`config.mk`:
```
export PLATFORM = sky130hd
export DESIGN_NAME = bid_top
export DESIGN_NICKNAME = d
export VERILOG_FILES = /design/src/design/bid_pkg.sv /design/src/design/bid_dlv_if.sv /design/src/design/bid_engine.sv /design/src/design/bid_top.sv
export SDC_FILE = /design/constraint.sdc
export NUM_CORES = 1
export LEC_CHECK = 0
export BUFFER_PORTS_ARGS = -buffer_cell sky130_fd_sc_hd__buf_2
export CAP_MARGIN = 20
export CORE_MARGIN = 4
export CORE_UTILIZATION = 40
export CTS_CLUSTER_SIZE = 8
export DETAILED_ROUTE_END_ITERATION = 10
export GPL_TIMING_DRIVEN = 0
export SYNTH_ARGS = -nofsm -noshare
export SYNTH_HDL_FRONTEND = slang
export SYNTH_SLANG_ARGS = --single-unit
```
`constraint.sdc`:
```
create_clock -name aclk -period 2.2 [get_ports aclk]
set_clock_uncertainty 0.15 [all_clocks]
set_input_delay 0.33 -clock aclk [delete_from_list [all_inputs] [get_ports aclk]]
set_output_delay 0.33 -clock aclk [all_outputs]
set_load 0.02 [all_outputs]
```
`src/design/bid_pkg.sv`:
```
// Constants, types and helpers shared by the interrupt dispatcher
package bid_pkg;
	// Source lines, little-endian positions
	localparam int BID_SRC_N = 11;
	localparam int BID_IDX_W = 4;
	localparam int BID_BIT_INTA = 0;
	localparam int BID_BIT_INTF = 5;
	localparam int BID_BIT_HOST_EXT = 6;
	localparam int BID_BIT_BUS_ERR = 7;
	localparam int BID_BIT_KBD_MOUSE = 8;
	localparam int BID_BIT_UNUSED = 9;
	localparam int BID_BIT_SERIAL = 10;
	localparam logic [10:0] BID_IMPL_MASK = 11'h5FF;
	// Big-endian index of a bit is this minus its little-endian index
	localparam int BID_BE_TOP = 31;

	// Delivery target layout
	localparam int BID_TGT_ADDR_LSB = 5;
	localparam int BID_TGT_GRP_W = 5;
	localparam int BID_DATA_PAD_W = 27;

	// Register byte offsets
	localparam int BID_ADDR_W = 12;
	localparam logic [11:0] BID_OFF_TGT0 = 12'h004;
	localparam logic [11:0] BID_OFF_REQ0 = 12'h00C;
	localparam logic [11:0] BID_OFF_TGT1 = 12'h010;
	localparam logic [11:0] BID_OFF_REQ1 = 12'h014;
	localparam logic [11:0] BID_OFF_MASK = 12'h018;
	localparam logic [11:0] BID_OFF_PEND = 12'h01C;
	localparam logic [11:0] BID_OFF_ROUTE = 12'h024;
	localparam logic [11:0] BID_OFF_LEVEL = 12'h028;
	localparam logic [11:0] BID_OFF_EVSTAT = 12'h030;
	localparam logic [11:0] BID_OFF_EVMASK = 12'h034;
	localparam logic [11:0] BID_OFF_HBMASK = 12'h800;

	// Reset values
	localparam logic [31:0] BID_RST_TGT = 32'h00000000;
	localparam logic [10:0] BID_RST_SRC = 11'h000;
	localparam logic BID_RST_HBMASK = 1'b1;
	localparam logic [2:0] BID_RST_EV = 3'h0;

	// Event status bits
	localparam int BID_EV_N = 3;
	localparam int BID_EV_REQ0 = 0;
	localparam int BID_EV_REQ1 = 1;
	localparam int BID_EV_SENT = 2;

	localparam logic [1:0] BID_RESP_OKAY = 2'h0;
	localparam logic [1:0] BID_RESP_SLVERR = 2'h2;

	typedef enum logic [1:0] {BID_IDLE, BID_ARB, BID_XFER} bid_state_type;

	function automatic int bid_be_index(input int le);
		return BID_BE_TOP - le;
	endfunction

	function automatic logic [31:0] bid_merge(input logic [31:0] old_v, input logic [31:0] new_v,
		input logic [3:0] strb);
		logic [31:0] res;
		res = old_v;
		for (int i = 0; i < 4; i++) begin
			if (strb[i]) begin
				res[i*8 +: 8] = new_v[i*8 +: 8];
			end
		end
		return res;
	endfunction
endpackage

```
`src/design/bid_dlv_if.sv`:
```
// Link between the register core and the host-bus delivery engine
`timescale 1ns/1ps
interface bid_dlv_if;
	logic [10:0] new0;
	logic [10:0] new1;
	logic [31:0] tgt0;
	logic [31:0] tgt1;
	logic hb_mask;
	logic hb_gnt;
	logic hb_ack;
	logic hb_req;
	logic hb_valid;
	logic [31:0] hb_addr;
	logic [31:0] hb_data;
	logic sent;
	modport ctrl (output new0, new1, tgt0, tgt1, hb_mask, hb_gnt, hb_ack,
		input hb_req, hb_valid, hb_addr, hb_data, sent);
	modport eng (input new0, new1, tgt0, tgt1, hb_mask, hb_gnt, hb_ack,
		output hb_req, hb_valid, hb_addr, hb_data, sent);
endinterface

```
`src/design/bid_engine.sv`:
```
// Host-bus delivery engine: one interrupt write per newly set request bit
`timescale 1ns/1ps
module bid_engine (
	input wire logic aclk,
	input wire logic aresetn,
	bid_dlv_if.eng dl
);
	import bid_pkg::*;

	bid_state_type state_r, state_nxt;
	logic [10:0] owed0_r, owed0_nxt;
	logic [10:0] owed1_r, owed1_nxt;
	logic sel_r, sel_nxt;
	logic [BID_IDX_W-1:0] bit_r, bit_nxt;
	logic req_r, req_nxt;
	logic valid_r, valid_nxt;
	logic [31:0] addr_r, addr_nxt;
	logic [31:0] data_r, data_nxt;
	logic sent_r, sent_nxt;
	logic [31:0] tgt;

	function automatic logic [BID_IDX_W-1:0] lowest(input logic [10:0] v);
		logic [BID_IDX_W-1:0] r;
		r = '0;
		for (int i = BID_SRC_N - 1; i >= 0; i--) begin
			if (v[i]) begin
				r = BID_IDX_W'(i);
			end
		end
		return r;
	endfunction

	always_comb begin
		state_nxt = state_r;
		sel_nxt = sel_r;
		bit_nxt = bit_r;
		req_nxt = req_r;
		valid_nxt = valid_r;
		addr_nxt = addr_r;
		data_nxt = data_r;
		sent_nxt = 1'b0;
		// Fresh request bits always land, even on the clearing edge
		owed0_nxt = owed0_r | dl.new0;
		owed1_nxt = owed1_r | dl.new1;
		tgt = sel_r ? dl.tgt1 : dl.tgt0;
		case (state_r)
			BID_IDLE: begin
				if (!dl.hb_mask && (|owed0_r || |owed1_r)) begin
					req_nxt = 1'b1;
					sel_nxt = ~(|owed0_r);
					bit_nxt = lowest(|owed0_r ? owed0_r : owed1_r);
					state_nxt = BID_ARB;
				end
			end
			BID_ARB: begin
				if (dl.hb_mask) begin
					req_nxt = 1'b0;
					state_nxt = BID_IDLE;
				end else if (dl.hb_gnt) begin
					valid_nxt = 1'b1;
					addr_nxt = {tgt[31:BID_TGT_ADDR_LSB], BID_TGT_ADDR_LSB'(0)};
					data_nxt = {BID_DATA_PAD_W'(0), tgt[BID_TGT_GRP_W-1:0]};
					state_nxt = BID_XFER;
				end
			end
			BID_XFER: begin
				// A granted write completes even if the mask rises meanwhile
				if (dl.hb_ack) begin
					valid_nxt = 1'b0;
					req_nxt = 1'b0;
					sent_nxt = 1'b1;
					if (sel_r) begin
						owed1_nxt[bit_r] = dl.new1[bit_r];
					end else begin
						owed0_nxt[bit_r] = dl.new0[bit_r];
					end
					state_nxt = BID_IDLE;
				end
			end
			default: begin
				req_nxt = 1'b0;
				valid_nxt = 1'b0;
				state_nxt = BID_IDLE;
			end
		endcase
	end

	always_ff @(posedge aclk) begin
		if (!aresetn) begin
			state_r <= BID_IDLE;
			owed0_r <= BID_RST_SRC;
			owed1_r <= BID_RST_SRC;
			sel_r <= 1'b0;
			bit_r <= '0;
			req_r <= 1'b0;
			valid_r <= 1'b0;
			addr_r <= '0;
			data_r <= '0;
			sent_r <= 1'b0;
		end else begin
			state_r <= state_nxt;
			owed0_r <= owed0_nxt;
			owed1_r <= owed1_nxt;
			sel_r <= sel_nxt;
			bit_r <= bit_nxt;
			req_r <= req_nxt;
			valid_r <= valid_nxt;
			addr_r <= addr_nxt;
			data_r <= data_nxt;
			sent_r <= sent_nxt;
		end
	end

	assign dl.hb_req = req_r;
	assign dl.hb_valid = valid_r;
	assign dl.hb_addr = addr_r;
	assign dl.hb_data = data_r;
	assign dl.sent = sent_r;
endmodule

```
`src/design/bid_top.sv`:
```
// Bridge interrupt dispatcher: register file, source capture and delivery
//
// Decided for this implementation: the AXI4-Lite slave port.
`timescale 1ns/1ps
module bid_top #(
	parameter int ADDR_W = bid_pkg::BID_ADDR_W
) (
	input wire logic aclk,
	input wire logic aresetn,
	input wire logic [ADDR_W-1:0] s_axi_awaddr,
	input wire logic s_axi_awvalid,
	output logic s_axi_awready,
	input wire logic [31:0] s_axi_wdata,
	input wire logic [3:0] s_axi_wstrb,
	input wire logic s_axi_wvalid,
	output logic s_axi_wready,
	output logic [1:0] s_axi_bresp,
	output logic s_axi_bvalid,
	input wire logic s_axi_bready,
	input wire logic [ADDR_W-1:0] s_axi_araddr,
	input wire logic s_axi_arvalid,
	output logic s_axi_arready,
	output logic [31:0] s_axi_rdata,
	output logic [1:0] s_axi_rresp,
	output logic s_axi_rvalid,
	input wire logic s_axi_rready,
	input wire logic [bid_pkg::BID_SRC_N-1:0] irq_in,
	output logic hb_req,
	input wire logic hb_gnt,
	output logic hb_valid,
	output logic [31:0] hb_addr,
	output logic [31:0] hb_data,
	input wire logic hb_ack,
	output logic irq_out
);
	import bid_pkg::*;

	if (ADDR_W < BID_ADDR_W || ADDR_W > 32) begin : g_chk
		$error("bid_top: ADDR_W must lie between 12 and 32");
	end

	// AXI write side and writable registers
	logic aw_hold_r, aw_hold_nxt, w_hold_r, w_hold_nxt;
	logic [11:0] waddr_r, waddr_nxt;
	logic [31:0] wdata_r, wdata_nxt;
	logic [3:0] wstrb_r, wstrb_nxt;
	logic awready_r, awready_nxt, wready_r, wready_nxt;
	logic bvalid_r, bvalid_nxt;
	logic [1:0] bresp_r, bresp_nxt;
	logic [31:0] tgt0_r, tgt0_nxt, tgt1_r, tgt1_nxt;
	logic [10:0] en_mask_r, en_mask_nxt, route_sel_r, route_sel_nxt;
	logic hb_mask_r, hb_mask_nxt;
	logic [2:0] ien_r, ien_nxt;
	logic pend_wr, wr_go;
	logic [2:0] ev_w1c;
	logic [31:0] merged;

	// AXI read side
	logic arready_r, arready_nxt, rvalid_r, rvalid_nxt;
	logic [31:0] rdata_r, rdata_nxt;
	logic [1:0] rresp_r, rresp_nxt;
	logic rd_clr0_r, rd_clr0_nxt, rd_clr1_r, rd_clr1_nxt;
	logic [11:0] raddr;

	// Source capture and request state
	logic [10:0] s1_r, s2_r, s3_r;
	logic [10:0] lvl_r, lvl_nxt, pend_r, pend_nxt;
	logic [10:0] req0_r, req0_nxt, req1_r, req1_nxt;
	logic [10:0] rise, clr0, clr1, route0, route1;

	// Event status and interrupt output
	logic [2:0] ev_r, ev_nxt;
	logic [2:0] ev_set;
	logic irq_r, irq_nxt;

	bid_dlv_if dl ();

	always_comb begin
		aw_hold_nxt = aw_hold_r;
		w_hold_nxt = w_hold_r;
		waddr_nxt = waddr_r;
		wdata_nxt = wdata_r;
		wstrb_nxt = wstrb_r;
		bvalid_nxt = bvalid_r;
		bresp_nxt = bresp_r;
		tgt0_nxt = tgt0_r;
		tgt1_nxt = tgt1_r;
		en_mask_nxt = en_mask_r;
		route_sel_nxt = route_sel_r;
		hb_mask_nxt = hb_mask_r;
		ien_nxt = ien_r;
		pend_wr = 1'b0;
		ev_w1c = '0;
		merged = '0;
		// Address and data may arrive in either order
		if (s_axi_awvalid && awready_r) begin
			aw_hold_nxt = 1'b1;
			waddr_nxt = {s_axi_awaddr[11:2], 2'h0};
		end
		if (s_axi_wvalid && wready_r) begin
			w_hold_nxt = 1'b1;
			wdata_nxt = s_axi_wdata;
			wstrb_nxt = s_axi_wstrb;
		end
		if (s_axi_bvalid && s_axi_bready) begin
			bvalid_nxt = 1'b0;
		end
		wr_go = aw_hold_r && w_hold_r && !bvalid_r;
		if (wr_go) begin
			aw_hold_nxt = 1'b0;
			w_hold_nxt = 1'b0;
			bvalid_nxt = 1'b1;
			bresp_nxt = BID_RESP_OKAY;
			case (waddr_r)
				BID_OFF_TGT0: tgt0_nxt = bid_merge(tgt0_r, wdata_r, wstrb_r);
				BID_OFF_TGT1: tgt1_nxt = bid_merge(tgt1_r, wdata_r, wstrb_r);
				BID_OFF_MASK: begin
					merged = bid_merge({21'h0, en_mask_r}, wdata_r, wstrb_r);
					en_mask_nxt = merged[10:0] & BID_IMPL_MASK;
				end
				BID_OFF_ROUTE: begin
					merged = bid_merge({21'h0, route_sel_r}, wdata_r, wstrb_r);
					route_sel_nxt = merged[10:0] & BID_IMPL_MASK;
				end
				BID_OFF_PEND: pend_wr = 1'b1;
				BID_OFF_HBMASK: hb_mask_nxt = wstrb_r[0] ? wdata_r[0] : hb_mask_r;
				BID_OFF_EVSTAT: ev_w1c = wstrb_r[0] ? wdata_r[2:0] : 3'h0;
				BID_OFF_EVMASK: ien_nxt = wstrb_r[0] ? wdata_r[2:0] : ien_r;
				// Read-only registers accept writes without effect
				BID_OFF_REQ0, BID_OFF_REQ1, BID_OFF_LEVEL: bresp_nxt = BID_RESP_OKAY;
				default: bresp_nxt = BID_RESP_SLVERR;
			endcase
		end
		awready_nxt = !aw_hold_nxt && !bvalid_nxt;
		wready_nxt = !w_hold_nxt && !bvalid_nxt;
	end

	always_ff @(posedge aclk) begin
		if (!aresetn) begin
			aw_hold_r <= 1'b0;
			w_hold_r <= 1'b0;
			waddr_r <= '0;
			wdata_r <= '0;
			wstrb_r <= '0;
			awready_r <= 1'b0;
			wready_r <= 1'b0;
			bvalid_r <= 1'b0;
			bresp_r <= BID_RESP_OKAY;
			tgt0_r <= BID_RST_TGT;
			tgt1_r <= BID_RST_TGT;
			en_mask_r <= BID_RST_SRC;
			route_sel_r <= BID_RST_SRC;
			hb_mask_r <= BID_RST_HBMASK;
			ien_r <= BID_RST_EV;
		end else begin
			aw_hold_r <= aw_hold_nxt;
			w_hold_r <= w_hold_nxt;
			waddr_r <= waddr_nxt;
			wdata_r <= wdata_nxt;
			wstrb_r <= wstrb_nxt;
			awready_r <= awready_nxt;
			wready_r <= wready_nxt;
			bvalid_r <= bvalid_nxt;
			bresp_r <= bresp_nxt;
			tgt0_r <= tgt0_nxt;
			tgt1_r <= tgt1_nxt;
			en_mask_r <= en_mask_nxt;
			route_sel_r <= route_sel_nxt;
			hb_mask_r <= hb_mask_nxt;
			ien_r <= ien_nxt;
		end
	end

	always_comb begin
		arready_nxt = arready_r;
		rvalid_nxt = rvalid_r;
		rdata_nxt = rdata_r;
		rresp_nxt = rresp_r;
		rd_clr0_nxt = 1'b0;
		rd_clr1_nxt = 1'b0;
		raddr = {s_axi_araddr[11:2], 2'h0};
		if (s_axi_rvalid && s_axi_rready) begin
			rvalid_nxt = 1'b0;
		end
		if (s_axi_arvalid && arready_r) begin
			rvalid_nxt = 1'b1;
			rresp_nxt = BID_RESP_OKAY;
			rdata_nxt = '0;
			case (raddr)
				BID_OFF_TGT0: rdata_nxt = tgt0_r;
				BID_OFF_TGT1: rdata_nxt = tgt1_r;
				BID_OFF_REQ0: begin
					rdata_nxt = {21'h0, req0_r};
					rd_clr0_nxt = 1'b1;
				end
				BID_OFF_REQ1: begin
					rdata_nxt = {21'h0, req1_r};
					rd_clr1_nxt = 1'b1;
				end
				BID_OFF_MASK: rdata_nxt = {21'h0, en_mask_r};
				BID_OFF_ROUTE: rdata_nxt = {21'h0, route_sel_r};
				BID_OFF_PEND: rdata_nxt = {21'h0, pend_r};
				BID_OFF_LEVEL: rdata_nxt = {21'h0, lvl_r};
				BID_OFF_HBMASK: rdata_nxt = {31'h0, hb_mask_r};
				BID_OFF_EVSTAT: rdata_nxt = {29'h0, ev_r};
				BID_OFF_EVMASK: rdata_nxt = {29'h0, ien_r};
				default: rresp_nxt = BID_RESP_SLVERR;
			endcase
		end
		arready_nxt = !rvalid_nxt;
	end

	always_ff @(posedge aclk) begin
		if (!aresetn) begin
			arready_r <= 1'b0;
			rvalid_r <= 1'b0;
			rdata_r <= '0;
			rresp_r <= BID_RESP_OKAY;
			rd_clr0_r <= 1'b0;
			rd_clr1_r <= 1'b0;
		end else begin
			arready_r <= arready_nxt;
			rvalid_r <= rvalid_nxt;
			rdata_r <= rdata_nxt;
			rresp_r <= rresp_nxt;
			rd_clr0_r <= rd_clr0_nxt;
			rd_clr1_r <= rd_clr1_nxt;
		end
	end

	always_comb begin
		// Level only moves once the two later stages agree
		lvl_nxt = lvl_r;
		rise = '0;
		if (s2_r == s3_r) begin
			lvl_nxt = s3_r & BID_IMPL_MASK;
			rise = s3_r & ~lvl_r & BID_IMPL_MASK;
		end
		clr0 = rd_clr0_r ? req0_r : '0;
		clr1 = rd_clr1_r ? req1_r : '0;
		route0 = en_mask_r & ~route_sel_r;
		route1 = en_mask_r & route_sel_r;
		// A rising edge wins over any clear on the same edge
		if (pend_wr) begin
			pend_nxt = rise;
		end else begin
			pend_nxt = (pend_r & ~clr0 & ~clr1) | rise;
		end
		req0_nxt = ((req0_r | (pend_r & route0)) & ~clr0) | (rise & route0);
		req1_nxt = ((req1_r | (pend_r & route1)) & ~clr1) | (rise & route1);
	end

	always_ff @(posedge aclk) begin
		if (!aresetn) begin
			s1_r <= BID_RST_SRC;
			s2_r <= BID_RST_SRC;
			s3_r <= BID_RST_SRC;
			lvl_r <= BID_RST_SRC;
			pend_r <= BID_RST_SRC;
			req0_r <= BID_RST_SRC;
			req1_r <= BID_RST_SRC;
		end else begin
			s1_r <= irq_in;
			s2_r <= s1_r;
			s3_r <= s2_r;
			lvl_r <= lvl_nxt;
			pend_r <= pend_nxt;
			req0_r <= req0_nxt;
			req1_r <= req1_nxt;
		end
	end

	always_comb begin
		ev_set = '0;
		ev_set[BID_EV_REQ0] = |dl.new0;
		ev_set[BID_EV_REQ1] = |dl.new1;
		ev_set[BID_EV_SENT] = dl.sent;
		ev_nxt = (ev_r & ~ev_w1c) | ev_set;
		irq_nxt = |(ev_nxt & ien_nxt);
	end

	always_ff @(posedge aclk) begin
		if (!aresetn) begin
			ev_r <= BID_RST_EV;
			irq_r <= 1'b0;
		end else begin
			ev_r <= ev_nxt;
			irq_r <= irq_nxt;
		end
	end

	assign dl.new0 = req0_nxt & ~req0_r;
	assign dl.new1 = req1_nxt & ~req1_r;
	assign dl.tgt0 = tgt0_r;
	assign dl.tgt1 = tgt1_r;
	assign dl.hb_mask = hb_mask_r;
	assign dl.hb_gnt = hb_gnt;
	assign dl.hb_ack = hb_ack;

	bid_engine u_engine (
		.aclk(aclk),
		.aresetn(aresetn),
		.dl(dl.eng)
	);

	assign s_axi_awready = awready_r;
	assign s_axi_wready = wready_r;
	assign s_axi_bvalid = bvalid_r;
	assign s_axi_bresp = bresp_r;
	assign s_axi_arready = arready_r;
	assign s_axi_rvalid = rvalid_r;
	assign s_axi_rdata = rdata_r;
	assign s_axi_rresp = rresp_r;
	assign hb_req = dl.hb_req;
	assign hb_valid = dl.hb_valid;
	assign hb_addr = dl.hb_addr;
	assign hb_data = dl.hb_data;
	assign irq_out = irq_r;
endmodule

```
==> impl_metrics.tcl <==
set metrics [dict create \
    max_cap_violations 0 \
    avgRoutedWirePerCell_um 20.40 \
    nets 2090 \
    core_area_um2 33620 \
    required_ns 2.47 \
    synth.distinct_cells 81 \
    routed_wl_um 50200 \
    fin_total_pwr_mw 13.22 \
    p_switching_mw 3.161 \
    numPortBuffers 148 \
    power.density_nw_per_um2 710.1 \
    ir_worst_vdd_mv 0.4795 \
    synth_top_cell_by_area "dfxtp_1" \
    ioPinCount 188 \
    drive_gt1_share_pct 25.93 \
    max_freq_mhz 416.0 \
    path_class "register to register" \
    r2r_end "u_engine.bit_r[0]$_SDFFE_PN0P_" \
    dieArea_um2 37260 \
    dp_hpwl_um 35790 \
    min_from "s_axi_araddr[2]" \
    synth_edf_count 0 \
    slew_violations 0 \
    timing.final.ws_setup_ns -0.2037 \
    die_h_um 193.0 \
    overflow 0 \
    cts_buffer_depth 3 \
    synth_commonest_cells "dfxtp_1 (321), nand2_1 (310), a21oi_1 (217)" \
    grt_first_pass_wirelength_um 75040 \
    synth_area_per_cell_um2 8.270 \
    area.sequential_um2 6501 \
    r2r_start "u_engine.owed0_r[6]$_SDFF_PN0_" \
    rows 67 \
    grt_antenna_before_repair 0 \
    place.gp.congestion 0.9772 \
    synth_area_leaders "dfxtp_1 (47%), nand2_1 (8.5%), a21oi_1 (7.9%)" \
    rrSetupSlack_ns -0.20 \
    ys.flop_type "dfxtp_1" \
    path_max_fanout 4 \
    ys_ff_latch 321 \
    total_leakage_power_nw 6.859 \
    grt_pass1_vias 13000 \
    timing.hold.ws_ns 0.03181 \
    maxSlewHeadroom_pct 32.70 \
    tightest_slew_ns 1.009 \
    syn_area_um2 13690 \
    netlist.area_leader.share_pct 46.93 \
    tns_ns -4.664 \
    holdPathStages 3 \
    ctsRootBufferMaster "clkbuf_16" \
    fin_crit_ns 2.404 \
    grt_start_max_net_pins 13 \
    endpoint_kind "register" \
    final_core_util_pct 55.37 \
    violations "negative setup slack" \
    arrival_ns 2.68 \
    start_kind "register" \
    multi_input_area_um2 7624 \
    yosys_warnings 0 \
    via_per_inst 5.619 \
    drt-initial-drc-count 1362 \
    cts_tree "yes" \
    rr_worst_depth 8 \
    drc 0 \
    async_flop_share_pct 0 \
    drt_first_pass_iters 5 \
    p_int_mw 10.06 \
    htreeDepth 2 \
    cts_buffers 46 \
    pwr-share-comb_pct 7.5 \
    hp-class "input port to register" \
    yosysMostFrequentCell "dfxtp_1" \
    die_w_um 193.0 \
    pwr-share-clk_pct 47.1 \
    start_util_pct 40.74 \
    insertion_delay_ns 0.53 \
    hold_end "rd_clr0_r$_SDFF_PN0_" \
    fill_cells 3067 \
    seqPwrFrac_pct 45.4 \
    outcome "finished with violations" \
    diodes 0 \
    swShare_pct 23.92 \
    rsz0062_at_grt "yes" \
    area_delta_synth_final_pct 35.91 \
    cts_num_sinks 321 \
    setup_violations 49 \
    postSynthCellCount 1656 \
    via_count 13830 \
    ys_seq_area_share_pct 46.93 \
    hold_violations 0 \
    drtAntennaViolNets 0 \
    fin_crit_sh_pct 109.3 \
    grt_usage_pct 25.78 \
    clkSlewWorstSetupHoldPaths_ns 0.05 \
]
==> final cells by class <==
| cell class | instances | area share, % |
|---|---|---|
| Clock buffer | 48 | 6.339 |
| Inverter | 30 | 0.6050 |
| Tap cell | 448 | 3.012 |
| Clock inverter | 3 | 0.2017 |
| Sequential cell | 321 | 34.93 |
| Buffer | 120 | 3.556 |
| Timing Repair Buffer | 277 | 10.39 |
| Multi-Input combinational cell | 1214 | 40.96 |
==> cell usage in the layout, fill, tap and decap left out, types with 36 or more instances in the layout <==
| cell type | instances |
|---|---|
| nor2_1 | 157 |
| nand2_1 | 286 |
| dfxtp_1 | 277 |
| clkbuf_16 | 47 |
| mux2i_1 | 55 |
| clkbuf_1 | 55 |
| a22oi_1 | 50 |
| buf_4 | 89 |
| a21oi_1 | 196 |
| dlygate4sd3_1 | 62 |
| dfxtp_2 | 36 |
| and2_1 | 39 |
| buf_2 | 152 |
==> cells by family (layout without fill, tap and decap cells) <==
family	Yosys count	after routing	synth area share, %
mux	57	57	4.185
xor+xnor	11	11	0.7035
simple gates	665	668	22.29
compound gates	444	444	20.51
buf+inv	157	478	5.354
flops	321	321	46.93
other cells	1	34	0.02738
==> timing repair <==
action,CTS,global route
pin swaps,33,95
cloned,3,1
resized for setup,155,134
endpoints found under the hold margin,63,0
hold buffers,62,0
endpoints found under the setup margin,210,179
buffers inserted,34,31
==> how the worst max path moves through the flow <==
stage	start	end	depth (start not counted)
detailed placement	s_axi_araddr[4]	s_axi_rdata[23]$_SDFFE_PN0P_	8
global route	waddr_r[6]$_SDFFE_PN0P_	dl.tgt1[7]$_SDFFE_PN0P_	6
floorplan	u_engine.owed0_r[3]$_SDFF_PN0_	u_engine.bit_r[0]$_SDFFE_PN0P_	7
finish	u_engine.owed0_r[6]$_SDFF_PN0_	u_engine.bit_r[0]$_SDFFE_PN0P_	8
CTS	w_hold_r$_SDFF_PN0_	irq_out$_SDFF_PN0_	9
global placement	s_axi_araddr[9]	s_axi_rdata[7]$_SDFFE_PN0P_	9
==> state kept, by name, indices dropped and copies added, names as in the netlist, 5 cells and up <==
signal	flops
dl.tgt0	32
dl.tgt1	32
en_mask_r	10
lvl_r	10
pend_r	11
req0_r	11
req1_r	11
route_sel_r	10
s1_r	11
s2_r	11
s3_r	11
s_axi_rdata	32
u_engine.dl.hb_addr	27
u_engine.dl.hb_data	5
u_engine.owed0_r	11
u_engine.owed1_r	11
waddr_r	10
wdata_r	32
==> per-stage QoR <==
step	instance area [um^2]	cells	worst slack (ns)
after floorplan	13840	1689	-0.04823
after global placement	15140	2285	-1.149
after CTS	17940	2431	-0.1425
final	18610	2461	-0.2037
after detailed placement	15150	2287	-0.9339
after global routing	18610	2461	-0.3403
==> power groups by stage <==
| stage | Clock (mW) | Sequential (mW) | Combinational [mW] |
|---|---|---|---|
| floorplan | 0 | 6.08 | 0.404 |
| global placement | 0 | 6.09 | 0.665 |
| detailed placement | 0 | 6.09 | 0.673 |
| CTS | 6.31 | 5.99 | 0.912 |
| global route | 6.53 | 6.00 | 1.06 |
| finish | 6.22 | 6.00 | 0.995 |
==> worst max-delay path, stage by stage, from the launching register on <==
cell      delay [ns]
dfxtp_4         0.35
or4_4           0.55
nor4_4          0.25
buf_4           0.18
a21o_1          0.12
o21ai_2         0.06
a221oi_2        0.28
nor4b_2         0.09
o311a_1         0.29
==> routing by layer <==
layer | track usage (%) | share of wire, % | vias to the layer above
li1 | - | - | 6462
met1 | 37.32 | 44 | 6631
met2 | 40.56 | 45 | 639
met3 | 2.953 | 7.9 | 97
met4 | 7.898 | 2.8 | 0
met5 | 0 | 0 | -
Note: power is estimated with default switching activity, not from simulation.
